===== config.mk =====
export PLATFORM = sky130hd
export DESIGN_NAME = instr_length_operand_decoder
export DESIGN_NICKNAME = d
export VERILOG_FILES = /design/src/pkg/decode_pkg.sv /design/src/hw/instr_length_operand_decoder.sv /design/src/hw/opcode_class_table.sv
export SDC_FILE = /design/constraint.sdc
export NUM_CORES = 2
export LEC_CHECK = 0
export BUFFER_PORTS_ARGS = -buffer_cell sky130_fd_sc_hd__buf_2
export CORE_MARGIN = 3
export CORE_UTILIZATION = 45
export DETAILED_ROUTE_END_ITERATION = 8
export SLEW_MARGIN = 5
export SYNTH_ARGS = -nofsm -noshare
export SYNTH_HDL_FRONTEND = slang
export SYNTH_HIERARCHICAL = 1
export SYNTH_SLANG_ARGS = --single-unit

===== constraint.sdc =====
create_clock -name clk_in -period 5.8 [get_ports clk_in]
set_clock_uncertainty 0.1 [all_clocks]
set_input_delay 0.58 -clock clk_in [delete_from_list [all_inputs] [get_ports clk_in]]
set_output_delay 0.58 -clock clk_in [all_outputs]
set_load 0.05 [all_outputs]

===== src/pkg/decode_pkg.sv =====
// Purpose: shared types and constants for the instruction length and operand decoder
// Assumes: 8-bit opcodes, 15-bit addresses split into four 8K pages
// Notes: operand byte field positions are fixed here and used by the decoder only
package decode_pkg;

	typedef enum logic [4:0] {
		CLS_INVALID = 5'h00,
		CLS_REG_ZERO = 5'h01,
		CLS_IMMEDIATE = 5'h02,
		CLS_REL_MEM = 5'h03,
		CLS_ABS_MEM = 5'h04,
		CLS_COND_REL_BRANCH = 5'h05,
		CLS_COND_ABS_BRANCH = 5'h06,
		CLS_INC_REG_REL_BRANCH = 5'h07,
		CLS_INC_REG_ABS_BRANCH = 5'h08,
		CLS_DEC_REG_REL_BRANCH = 5'h09,
		CLS_DEC_REG_ABS_BRANCH = 5'h0a,
		CLS_INDEXED_UNCOND = 5'h0b,
		CLS_ZERO_PAGE_REL = 5'h0c,
		CLS_RETURN = 5'h0d,
		CLS_RETURN_ENABLE_IRQ = 5'h0e,
		CLS_STATUS_MASK = 5'h0f,
		CLS_STATUS_MOVE = 5'h10,
		CLS_HALT = 5'h11,
		CLS_MASK_TEST_IMM = 5'h12,
		CLS_REG_ONLY = 5'h13,
		CLS_IO_EXTENDED = 5'h14
	} instr_class_e;

	typedef enum logic [2:0] {
		FORM_NONE = 3'h0,
		FORM_REG_ZERO = 3'h1,
		FORM_IMMEDIATE = 3'h2,
		FORM_RELATIVE = 3'h3,
		FORM_ABSOLUTE = 3'h4,
		FORM_INDEXED = 3'h5
	} operand_form_e;

	typedef enum logic [1:0] {
		IDX_NONE = 2'h0,
		IDX_INC = 2'h1,
		IDX_DEC = 2'h2,
		IDX_PLAIN = 2'h3
	} index_mode_e;

	localparam logic [1:0] LEN_ONE = 2'h1;
	localparam logic [1:0] LEN_TWO = 2'h2;
	localparam logic [1:0] LEN_THREE = 2'h3;
	localparam logic [1:0] RESULT_REG = 2'h0;
	localparam logic [1:0] UNCOND_INDEX_REG = 2'h3;
	localparam int INDIRECT_BIT = 7;
	localparam int DISP_MSB = 6;
	localparam int IDX_CTL_LO = 5;
	localparam int ABS_HI_MSB = 4;
	localparam int BR_HI_MSB = 6;
	localparam int PAGE_BITS = 13;
	localparam int ADDR_BITS = 15;
	localparam int DISP_MIN = -64;
	localparam int DISP_MAX = 63;
	localparam logic [7:0] INDEX_MAX = 8'hff;
	localparam logic [7:0] BYTE_RESET = 8'h00;
	localparam logic [14:0] ADDR_RESET = 15'h0000;

	function automatic logic [1:0] instr_length(input instr_class_e cls);
		logic [1:0] len;
		len = LEN_ONE;
		case (cls)
			CLS_IMMEDIATE, CLS_REL_MEM, CLS_COND_REL_BRANCH, CLS_INC_REG_REL_BRANCH,
			CLS_DEC_REG_REL_BRANCH, CLS_ZERO_PAGE_REL, CLS_STATUS_MASK,
			CLS_MASK_TEST_IMM, CLS_IO_EXTENDED: len = LEN_TWO;
			CLS_ABS_MEM, CLS_COND_ABS_BRANCH, CLS_INC_REG_ABS_BRANCH,
			CLS_DEC_REG_ABS_BRANCH, CLS_INDEXED_UNCOND: len = LEN_THREE;
			default: len = LEN_ONE;
		endcase
		return len;
	endfunction : instr_length

endpackage : decode_pkg


===== src/hw/instr_length_operand_decoder.sv =====
// Purpose: collects an instruction's bytes and reports length, operand form and field usage
// Assumes: fetch presents one byte per byte_valid_in; regs_in holds the active bank
// Notes: results are registered and appear two cycles after the last byte is taken
`timescale 1ns/1ps
`default_nettype none
// What this block does
// - register field selects one of four registers
// - relative displacement spans -64 to +63
// - indexed memory reference results go to register zero
// - indexed unconditional branch/call index register three
// - indexed unconditional branch/call never auto-step
// - other indexed forms: plain, increment or decrement
// - relative and absolute forms carry indirect flag
// - register-zero arithmetic and moves are one byte
// - conditional relative branches and calls two bytes
// - conditional absolute branches are three bytes
// - increment-register relative branch, two bytes, step first
// - decrement-register absolute branch, three bytes, step first
// - indexed unconditional absolute branch three bytes
// - zero-page relative unconditional branch two bytes
// - enabling return one byte, clears inhibit when taken
// - status clear/preset/test two bytes, mask second
// - status load/store are one byte
// - halt is one byte, enters wait state
// - immediate mask test is two bytes
// - relative addresses wrap modulo 8K within page
// - index step completes before displacement addition
// - index values unsigned 0 to 255, wrapping
module instr_length_operand_decoder
	import decode_pkg::*;
#(
	parameter int TABLE_ENTRIES = 256
) (
	input wire logic clk_in,
	input wire logic rst_n_in,
	input wire logic byte_valid_in,
	input wire logic [7:0] byte_in,
	input wire logic [14:0] pc_in,
	input wire logic [3:0][7:0] regs_in,
	input wire logic cond_met_in,
	input wire logic resume_in,
	input wire logic table_wr_in,
	input wire logic [7:0] table_addr_in,
	input wire instr_class_e table_class_in,
	output logic decode_valid_out,
	output var instr_class_e class_out,
	output logic [1:0] length_out,
	output var operand_form_e form_out,
	output logic [1:0] reg_field_out,
	output logic [1:0] dest_reg_out,
	output logic [1:0] index_reg_out,
	output var index_mode_e index_mode_out,
	output logic indirect_out,
	output logic [6:0] displacement_out,
	output logic [14:0] target_addr_out,
	output logic [7:0] index_next_out,
	output logic [7:0] reg_next_out,
	output logic reg_write_out,
	output logic [7:0] immediate_out,
	output logic branch_take_out,
	output logic irq_inhibit_clear_out,
	output logic halt_out
);

	typedef enum logic [1:0] {
		ST_IDLE = 2'b00,
		ST_OPND1 = 2'b01,
		ST_OPND2 = 2'b11,
		ST_DONE = 2'b10
	} state_e;

	state_e state;
	instr_class_e table_class;
	instr_class_e cls;
	logic [7:0] opcode;
	logic [7:0] byte2;
	logic [7:0] byte3;
	logic [1:0] len;
	logic [14:0] instr_addr;

	// decode results for the held instruction
	operand_form_e next_form;
	index_mode_e next_mode;
	logic [1:0] next_dest;
	logic [1:0] next_index_reg;
	logic next_indirect;
	logic [14:0] next_target;
	logic [7:0] next_index;
	logic [7:0] next_reg;
	logic next_reg_write;
	logic next_take;
	logic [7:0] idx_raw;
	logic [7:0] sel_reg;
	logic [12:0] disp_ext;
	logic [14:0] abs_base;

	opcode_class_table #(
		.ENTRIES(TABLE_ENTRIES)
	) u_table (
		.clk_in(clk_in),
		.rst_n_in(rst_n_in),
		.wr_in(table_wr_in),
		.wr_addr_in(table_addr_in),
		.wr_class_in(table_class_in),
		.rd_addr_in(byte_in),
		.rd_class_out(table_class)
	);

	// byte collection; no bytes are taken while halted or while results are formed
	always_ff @(posedge clk_in or negedge rst_n_in) begin
		if (!rst_n_in) begin
			state <= ST_IDLE;
		end else begin
			case (state)
				ST_IDLE: begin
					if (byte_valid_in && !halt_out) begin
						state <= (instr_length(table_class) == LEN_ONE) ? ST_DONE : ST_OPND1;
					end
				end
				ST_OPND1: begin
					if (byte_valid_in) begin
						state <= (len == LEN_TWO) ? ST_DONE : ST_OPND2;
					end
				end
				ST_OPND2: begin
					if (byte_valid_in) begin
						state <= ST_DONE;
					end
				end
				default: begin
					state <= ST_IDLE;
				end
			endcase
		end
	end

	always_ff @(posedge clk_in or negedge rst_n_in) begin
		if (!rst_n_in) begin
			opcode <= BYTE_RESET;
			cls <= CLS_INVALID;
			len <= LEN_ONE;
			instr_addr <= ADDR_RESET;
			byte2 <= BYTE_RESET;
			byte3 <= BYTE_RESET;
		end else if (state == ST_IDLE && byte_valid_in && !halt_out) begin
			opcode <= byte_in;
			cls <= table_class;
			len <= instr_length(table_class);
			instr_addr <= pc_in;
			byte2 <= BYTE_RESET;
			byte3 <= BYTE_RESET;
		end else if (state == ST_OPND1 && byte_valid_in) begin
			byte2 <= byte_in;
		end else if (state == ST_OPND2 && byte_valid_in) begin
			byte3 <= byte_in;
		end
	end

	always_comb begin
		disp_ext = {{(PAGE_BITS - 7){byte2[DISP_MSB]}}, byte2[DISP_MSB:0]};
		sel_reg = regs_in[opcode[1:0]];
		next_dest = opcode[1:0];
		next_index_reg = opcode[1:0];
		next_mode = IDX_NONE;
		next_form = FORM_NONE;
		next_indirect = 1'b0;
		next_target = ADDR_RESET;
		next_reg = sel_reg;
		next_reg_write = 1'b0;
		next_take = 1'b0;
		abs_base = {instr_addr[14:13], byte2[ABS_HI_MSB:0], byte3};
		case (cls)
			CLS_REG_ZERO: begin
				next_form = FORM_REG_ZERO;
			end
			CLS_IMMEDIATE, CLS_STATUS_MASK, CLS_MASK_TEST_IMM, CLS_IO_EXTENDED: begin
				next_form = FORM_IMMEDIATE;
			end
			CLS_REL_MEM, CLS_COND_REL_BRANCH, CLS_INC_REG_REL_BRANCH,
			CLS_DEC_REG_REL_BRANCH: begin
				next_form = FORM_RELATIVE;
				next_indirect = byte2[INDIRECT_BIT];
				// wrap inside the page; the page bits never change
				next_target = {instr_addr[14:13], instr_addr[12:0] + disp_ext};
			end
			CLS_ZERO_PAGE_REL: begin
				next_form = FORM_RELATIVE;
				next_indirect = byte2[INDIRECT_BIT];
				next_target = {2'b00, disp_ext};
			end
			CLS_ABS_MEM: begin
				next_form = FORM_ABSOLUTE;
				next_indirect = byte2[INDIRECT_BIT];
				next_mode = index_mode_e'(byte2[IDX_CTL_LO +: 2]);
				next_target = abs_base;
				if (next_mode != IDX_NONE) begin
					next_form = FORM_INDEXED;
					next_dest = RESULT_REG;
				end
			end
			CLS_COND_ABS_BRANCH, CLS_INC_REG_ABS_BRANCH, CLS_DEC_REG_ABS_BRANCH: begin
				next_form = FORM_ABSOLUTE;
				next_indirect = byte2[INDIRECT_BIT];
				next_target = {byte2[BR_HI_MSB:0], byte3};
			end
			CLS_INDEXED_UNCOND: begin
				next_form = FORM_INDEXED;
				next_indirect = byte2[INDIRECT_BIT];
				next_index_reg = UNCOND_INDEX_REG;
				next_mode = IDX_PLAIN;
				next_target = {byte2[BR_HI_MSB:0], byte3};
			end
			default: begin
				next_form = FORM_NONE;
			end
		endcase
		idx_raw = regs_in[next_index_reg];
		// step first, then add; 8-bit arithmetic wraps 255 to 0
		case (next_mode)
			IDX_INC: next_index = idx_raw + 8'h01;
			IDX_DEC: next_index = idx_raw - 8'h01;
			default: next_index = idx_raw;
		endcase
		if (next_mode != IDX_NONE) begin
			// indexing cannot carry into the page bits
			next_target = {next_target[14:13], next_target[12:0] + {5'b00000, next_index}};
		end
		case (cls)
			CLS_INC_REG_REL_BRANCH, CLS_INC_REG_ABS_BRANCH: begin
				next_reg = sel_reg + 8'h01;
				next_reg_write = 1'b1;
				next_take = next_reg != BYTE_RESET;
			end
			CLS_DEC_REG_REL_BRANCH, CLS_DEC_REG_ABS_BRANCH: begin
				next_reg = sel_reg - 8'h01;
				next_reg_write = 1'b1;
				next_take = next_reg != BYTE_RESET;
			end
			CLS_INDEXED_UNCOND, CLS_ZERO_PAGE_REL: begin
				next_take = 1'b1;
			end
			CLS_COND_REL_BRANCH, CLS_COND_ABS_BRANCH, CLS_RETURN,
			CLS_RETURN_ENABLE_IRQ: begin
				next_take = cond_met_in;
			end
			default: begin
				next_take = 1'b0;
			end
		endcase
	end

	// results are formed in ST_DONE and held until the next instruction completes, except the valid, register-write and inhibit-clear one-cycle pulses
	always_ff @(posedge clk_in or negedge rst_n_in) begin
		if (!rst_n_in) begin
			decode_valid_out <= 1'b0;
			class_out <= CLS_INVALID;
			length_out <= LEN_ONE;
			form_out <= FORM_NONE;
			reg_field_out <= RESULT_REG;
			dest_reg_out <= RESULT_REG;
			index_reg_out <= RESULT_REG;
			index_mode_out <= IDX_NONE;
			indirect_out <= 1'b0;
			displacement_out <= 7'h00;
			target_addr_out <= ADDR_RESET;
			index_next_out <= BYTE_RESET;
			reg_next_out <= BYTE_RESET;
			reg_write_out <= 1'b0;
			immediate_out <= BYTE_RESET;
			branch_take_out <= 1'b0;
			irq_inhibit_clear_out <= 1'b0;
		end else begin
			decode_valid_out <= state == ST_DONE;
			irq_inhibit_clear_out <= 1'b0;
			reg_write_out <= 1'b0;
			if (state == ST_DONE) begin
				class_out <= cls;
				length_out <= len;
				form_out <= next_form;
				reg_field_out <= opcode[1:0];
				dest_reg_out <= next_dest;
				index_reg_out <= next_index_reg;
				index_mode_out <= next_mode;
				indirect_out <= next_indirect;
				displacement_out <= byte2[DISP_MSB:0];
				target_addr_out <= next_target;
				index_next_out <= next_index;
				reg_next_out <= next_reg;
				reg_write_out <= next_reg_write;
				immediate_out <= byte2;
				branch_take_out <= next_take;
				irq_inhibit_clear_out <= (cls == CLS_RETURN_ENABLE_IRQ) && cond_met_in;
			end
		end
	end

	// wait state; a halt finishing together with resume still halts
	always_ff @(posedge clk_in or negedge rst_n_in) begin
		if (!rst_n_in) begin
			halt_out <= 1'b0;
		end else if (state == ST_DONE && cls == CLS_HALT) begin
			halt_out <= 1'b1;
		end else if (resume_in) begin
			halt_out <= 1'b0;
		end
	end
endmodule : instr_length_operand_decoder
`default_nettype wire


===== src/hw/opcode_class_table.sv =====
// Purpose: first-byte opcode to instruction class lookup, loaded from outside
// Assumes: writes come from the same clock domain as the decoder
// Notes: every entry reads as the invalid class until written
`timescale 1ns/1ps
`default_nettype none
module opcode_class_table
	import decode_pkg::*;
#(
	parameter int ENTRIES = 256
) (
	input wire logic clk_in,
	input wire logic rst_n_in,
	input wire logic wr_in,
	input wire logic [7:0] wr_addr_in,
	input wire instr_class_e wr_class_in,
	input wire logic [7:0] rd_addr_in,
	output instr_class_e rd_class_out
);

	instr_class_e entry [ENTRIES];

	// one flip-flop word per opcode; the encoding is not baked into the decoder
	for (genvar i = 0; i < ENTRIES; i++) begin : g_entry
		always_ff @(posedge clk_in or negedge rst_n_in) begin
			if (!rst_n_in) begin
				entry[i] <= CLS_INVALID;
			end else if (wr_in && wr_addr_in == 8'(i)) begin
				entry[i] <= wr_class_in;
			end
		end
	end

	assign rd_class_out = entry[rd_addr_in];

endmodule : opcode_class_table
`default_nettype wire


# Word level (Yosys, flattened, before mapping)

Memory sizes are Yosys's and may differ from the RTL's. A register that Yosys moved wholly into a read port is not among the register bits.
Index checks and enable logic that the tools add are counted.

Input bits: 74
Register bits after elaboration: 1390
Word-level logic and storage cells: 900
Output and inout port bits: 70
Bits in read-only memories: 128
Memories kept: 2

Mux-type cells: 37
Equal/unequal tests: 284
Bitwise logic cells: 1
$add $sub $neg: 6
Reduce and logical (&&, ||, !) cells: 287
Magnitude comparators: 3

Memory list:

| name             | depth | width | read ports | clocked after Yosys merged registers in | write ports | line             | RTL |
|---|---|---|---|---|---|---|---|
| (name not given) | 32    | 2     | 1          | 1                                       | 0           | decode_pkg.sv:67 | `case (cls)` |
| (name not given) | 32    | 2     | 1          | 0                                       | 0           | decode_pkg.sv:67 |  |

Operators with widths:

| kind                | number |
|---|---|
| $eq 8x8->1 const B  | 128 |
| $eq 8x7->1 const B  | 64 |
| $logic_and 1x1->1   | 263 |
| $eq 8x6->1 const B  | 32 |
| $eq 8x5->1 const B  | 16 |
| $eq 8x4->1 const B  | 8 |
| $pmux 15 s4         | 1 |
| $mux 8              | 7 |
| $bmux 5 s8          | 1 |
| $eq 5x4->1 const B  | 8 |
| $bmux 8 s2          | 2 |
| $eq 8x3->1 const B  | 4 |
| $pmux 8 s2          | 2 |
| $eq 5x3->1 const B  | 4 |
| $reduce_or 4->1     | 5 |
| $mux 2              | 9 |
| $pmux 3 s6          | 1 |
| $add 8x1->8 const B | 2 |
| $eq 8x2->1 const B  | 2 |
| $reduce_bool 8->1   | 2 |
| $sub 8x1->8 const B | 2 |
| $eq 5x5->1 const B  | 3 |
| $add 13x13->13      | 1 |
| $add 13x8->13       | 1 |
| other kinds (25)    | 50 |

# Logic depth before layout (Yosys ltp)

An unclocked memory read counts as a cell.

Depth after elaboration: 11
Gate-level depth with buffers: 22
Depth with buffers taken out: 21

# By module

The synthesis kept the hierarchy.

Modules (own cells, without submodules):

| module                       | cells an instance | times used | area an instance (µm²) | sequential area each (µm²) |
|---|---|---|---|---|
| opcode_class_table           | 3971              | 1          | 59050.4                | 32030.7 |
| instr_length_operand_decoder | 847               | 1          | 7031.7                 | 2630.0 |

# Worst setup path after synthesis

No wires, ideal clock.

Path kind: register to register
From: register cls[0]
To: register target_addr_out[12]
Clock period less this slack: 4.416 ns
Setup time: 0.129 ns
Cell stages (with the launch flop): 22
Data required time: 5.571 ns
Path slack: 1.384 ns
Path buffers: 1
Arrival: 4.187 ns
Cells stage by stage: dfrtp_1 > buf_2 > nor4_2 > a21oi_1 > inv_1 > ha_1 > inv_1 > fa_1 > nor2b_1 > nand2_1 > o211ai_1 > xor2_1 > mux2_2 > ha_1 > inv_1 > nor2_1 > o31a_1 > o31ai_1 > and3b_1 > nand3_1 > xnor2_1 > o21ai_1

Elaborated cells between the ends (all ways): 25
Those cells by class: add/sub (3); eq/ne (12); mux (7); reduce/logical (3)

RTL lines:

| item                                     | line                                | RTL |
|---|---|---|
| from (decl)                              | instr_length_operand_decoder.sv:74  | `instr_class_e cls;` |
| from (signal assigned)                   | instr_length_operand_decoder.sv:147 | `cls <= table_class;` |
| $eq 5x4->1 or $eq 5x3->1 (tied branches) | instr_length_operand_decoder.sv:172 | `case (cls)` |
| $pmux 2 s2 *                             | instr_length_operand_decoder.sv:172 |  |
| via next_mode[1]                         | instr_length_operand_decoder.sv:83  | `index_mode_e next_mode;` |
| $eq 2x2->1 or $eq 2x1->1 (tied branches) | instr_length_operand_decoder.sv:219 | `case (next_mode)` |
| $pmux 8 s2 *                             | instr_length_operand_decoder.sv:219 |  |
| via next_index[4]                        | instr_length_operand_decoder.sv:88  | `logic [7:0] next_index;` |
| $add 13x8->13 *                          | instr_length_operand_decoder.sv:226 | `next_target = {next_target[14:13], next_target[12:0] + {5'b00000, next_index}};` |
| $mux 13 *                                | instr_length_operand_decoder.sv:224 | `if (next_mode != IDX_NONE) begin` |
| to (signal assigned)                     | instr_length_operand_decoder.sv:286 | `target_addr_out <= next_target;` |
| to (decl)                                | instr_length_operand_decoder.sv:55  | `output logic [14:0] target_addr_out,` |

The timed path passes the listed nets; every way through them passes the cells marked *. The select of a mux whose other input is x is not followed.
A chain may end at the register's enable or synchronous reset.

# Worst setup path after layout

From: register cls[3]
To: register target_addr_out[12]

The elaborated chain is that of the path after synthesis.

==> results.md <==
- Measured slew at the worst slew-check pin: 1.238 ns
- RR Endpoint: target_addr_out[12]
- HP Class: primary input to flip-flop
- Synth warn: 6
- Fin nets: 5019
- Async SR Flop Fraction: 100.0%
- Htree depth: 4
- Switching Fraction: 29.53%
- Comb pwr share: 19.6%
- Flop2flop setup slack: 0.66 ns
- Internal power: 18.27 mW
- GR Util met3: 4.281%
- Core box area: 144700 um2
- Flops & latches, synth: 1385
- Post-synthesis sequential area ratio: 52.45%
- Fmax achieved: 194.5 MHz
- Mean Syn Cell Area: 13.72 um2
- RSZ-0062 raised after global routing: no
- Commonest non-fill, non-tap cell in the layout: dfrtp_1
- Depth of the most critical reg-to-reg path: 21
- Vias: 41292
- Cell Pwr Density: 348.7 nW/um2
- CTS tree: yes
- Grt total ovfl: 0
- Routed length per instance: 25.52 um
- Reg clk slew, reported paths: 0.06 ns
- DP Wirelength: 112700 um
- Primary FF master, synth: dfrtp_1
- Synth unique cells: 84
- Layout fillers: 12275
- Data arrival, critical path: 5.67 ns
- Die width: 389.2 um
- CTS Hold Buffers Added: 19
- Period minus WS final: 5.141 ns
- Layout cells sized above 1: 41.80%
- Vias in the first global route: 42223
- CP Class: flip-flop to flip-flop
- Worst vdd ir: 0.3024 mV
- Status: finished, final reports clean
- Final hold vios: 0
- Initial drt markers: 3017
- Commonest cells after routing, fill and taps aside: dfrtp_1, mux2_2, nand2_1, mux4_2, mux2i_1
- Pins Over Slew Limit: 0
- DP Cell Count: 6636
- Router iterations before antenna repair: 6
- Total Negative Setup Slacks: 0 ns
- Bufs on Longest Clock Path: 3
- Initial antenna violation count: 7
- Num ports: 144
- GR Util met2: 36.77%
- Layout Cells excl Fill: 6931
- Placed Area: 68980 um2
- Gpl congestion: 0.8740
- Max-cap violations: 0
- Die footprint: 151500 um2
- PortBufs: 143
- Final worst slack: 0.6594 ns
- First-pass GRT wire length: 272500 um
- CP startpoint kind: flip-flop
- Reg-to-Reg Start: cls[3]
- Cell Rows: 139
- Largest net degree at the start of global routing: 165
- Crit-path max FO: 13
- Vias per Instance: 5.958
- Crit end category: flip-flop
- Busiest layer in global routing: met2
- Setup bufs post-CTS: 0
- Relative slew slack: 17.23%
- Final setup vio count: 0
- Clock share of power: 38.4%
- Mapped Area: 66080 um2
- Crit path from: cls[3]
- Switching power: 7.657 mW
- Routed Antenna Nets: 0
- Seq pwr share: 41.9%
- CTS resizes: 0
- Worst-skew pair later-pin latency: 0.79 ns
- Layout area overhead: 12.52%
- Leak Pwr: 35.76 nW
- Mapped Cells: 4818
- Clock root cell: clkbuf_16
- Final Cell Area: 74360 um2
- EDFF count, synth: 0
- Period utilization: 88.63%
- Initial Utilization: 45.67%
- DRC: 0
- Critical Path Sink: target_addr_out[12]
- Sink Count: 1385
- Synth Net Count: 4928
- WL final: 176900 um
- Die height: 389.2 um
- Worst slack, placed: 0.4413 ns
- Crit path required time: 6.33 ns
- All-Layer GR Usage: 23.42%
- GR Util met1: 33.44%
- CTS Buf Count: 155
-- power groups by stage --
stage          sequential [mW]  clock (mW)  combinational, mW
2_1_floorplan             11.4           0               3.18
3_3_place_gp              11.0           0               5.01
3_5_place_dp              11.0           0               5.08
4_1_cts                   10.9        10.2               5.11
5_1_grt                   11.0        10.6               5.57
6_report                  10.9        9.97               5.09
-- registers in the layout, summed over array words and instances, names as in the netlist, 3 cells and up --
register	flops
reg_next_out	8
class_out	5
u_table/entry	1280
target_addr_out	15
form_out	3
byte3	8
displacement_out	6
cls	5
instr_addr	15
byte2	8
index_next_out	8
-- kinds of logic after synthesis --
kind of cell / synth area share [%]
flip-flops: 52.45
buffers and inverters: 2.753
adder cells (fa/ha/maj): 0.7157
XOR/XNOR: 0.4374
AO/OA/AOI/OAI: 4.626
AND/OR/NAND/NOR: 5.036
multiplexers: 33.98
-- stage by stage --
step	hold WS, ns	power, mW	util [%]
final	0.09704	25.93	51.39
after global routing	0.1058	27.12	51.38
after CTS	0.05268	26.17	51.38
after detailed placement	0.3579	16.11	47.67
after global placement	0.3550	16.03	47.67
after floorplan	0.1844	14.59	-
-- routing by layer --
layer	part of all wire [%]	vias to the layer above
met5	0	-
li1	-	17994
met2	47	1047
met4	2.4	0
met3	5.2	237
met1	46	22014
-- layout make-up --
cell class / instances / area, um2 / area share (%)
timing repair buffer: 294 / 2330 / 3.133
multi-input combinational: 3038 / 29670 / 39.90
clock buffer: 241 / 4721 / 6.349
clock inverter: 29 / 449.2 / 0.6041
sequential: 1385 / 34660 / 46.61
inverter: 35 / 132.6 / 0.1784
antenna: 6 / 15.01 / 0.02019
tap: 1903 / 2381 / 3.202
-- critical path: stages (launching register included) --
cell	delay [ns]
dfrtp_1	0.51
nand2b_1	0.26
nor4_2	0.41
a21oi_1	0.19
inv_1	0.09
ha_1	0.33
inv_1	0.12
fa_1	0.47
nor2b_1	0.19
nand2_1	0.07
o211ai_1	0.25
xor2_1	0.10
mux2_2	0.31
ha_1	0.35
inv_1	0.08
nor2_1	0.06
o31a_1	0.26
o31ai_1	0.32
and3b_1	0.25
nand3_1	0.10
xnor2_1	0.12
o21ai_1	0.07
-- cell usage after synthesis, types with 19 or more instances --
master       n  area [um2]
buf_4       21       157.7
mux2_2    1295       14580
nor2_1     114       427.9
buf_6       28       315.3
nor3_1      48       240.2
a22oi_1     30       225.2
mux2i_1    191        1912
inv_1       33       123.9
xnor2_1     19       166.4
nand2b_1    22       137.6
clkbuf_1   260       975.9
mux4_2     264        5946
nand3_1     40       200.2
nor2b_1     20       125.1
o221ai_1    64       560.5
o22ai_1     40       250.2
ha_1        33       412.9
dfrtp_1   1383       34610
a21oi_1     93       465.5
buf_2       37       185.2
nand2_1    439        1648
o21ai_0     94       470.5
-- worst min-delay path by stage --
stage	start	endpoint	depth (start not counted)
3_5_place_dp	len[0]	length_out[0]	2
5_1_grt	byte_in[1]	opcode[1]	3
4_1_cts	byte_in[7]	byte3[7]	3
2_1_floorplan	rst_n_in	branch_take_out	0
6_report	byte_in[1]	opcode[1]	3
3_3_place_gp	len[0]	length_out[0]	2
Note: power is estimated with default switching activity, not from simulation.
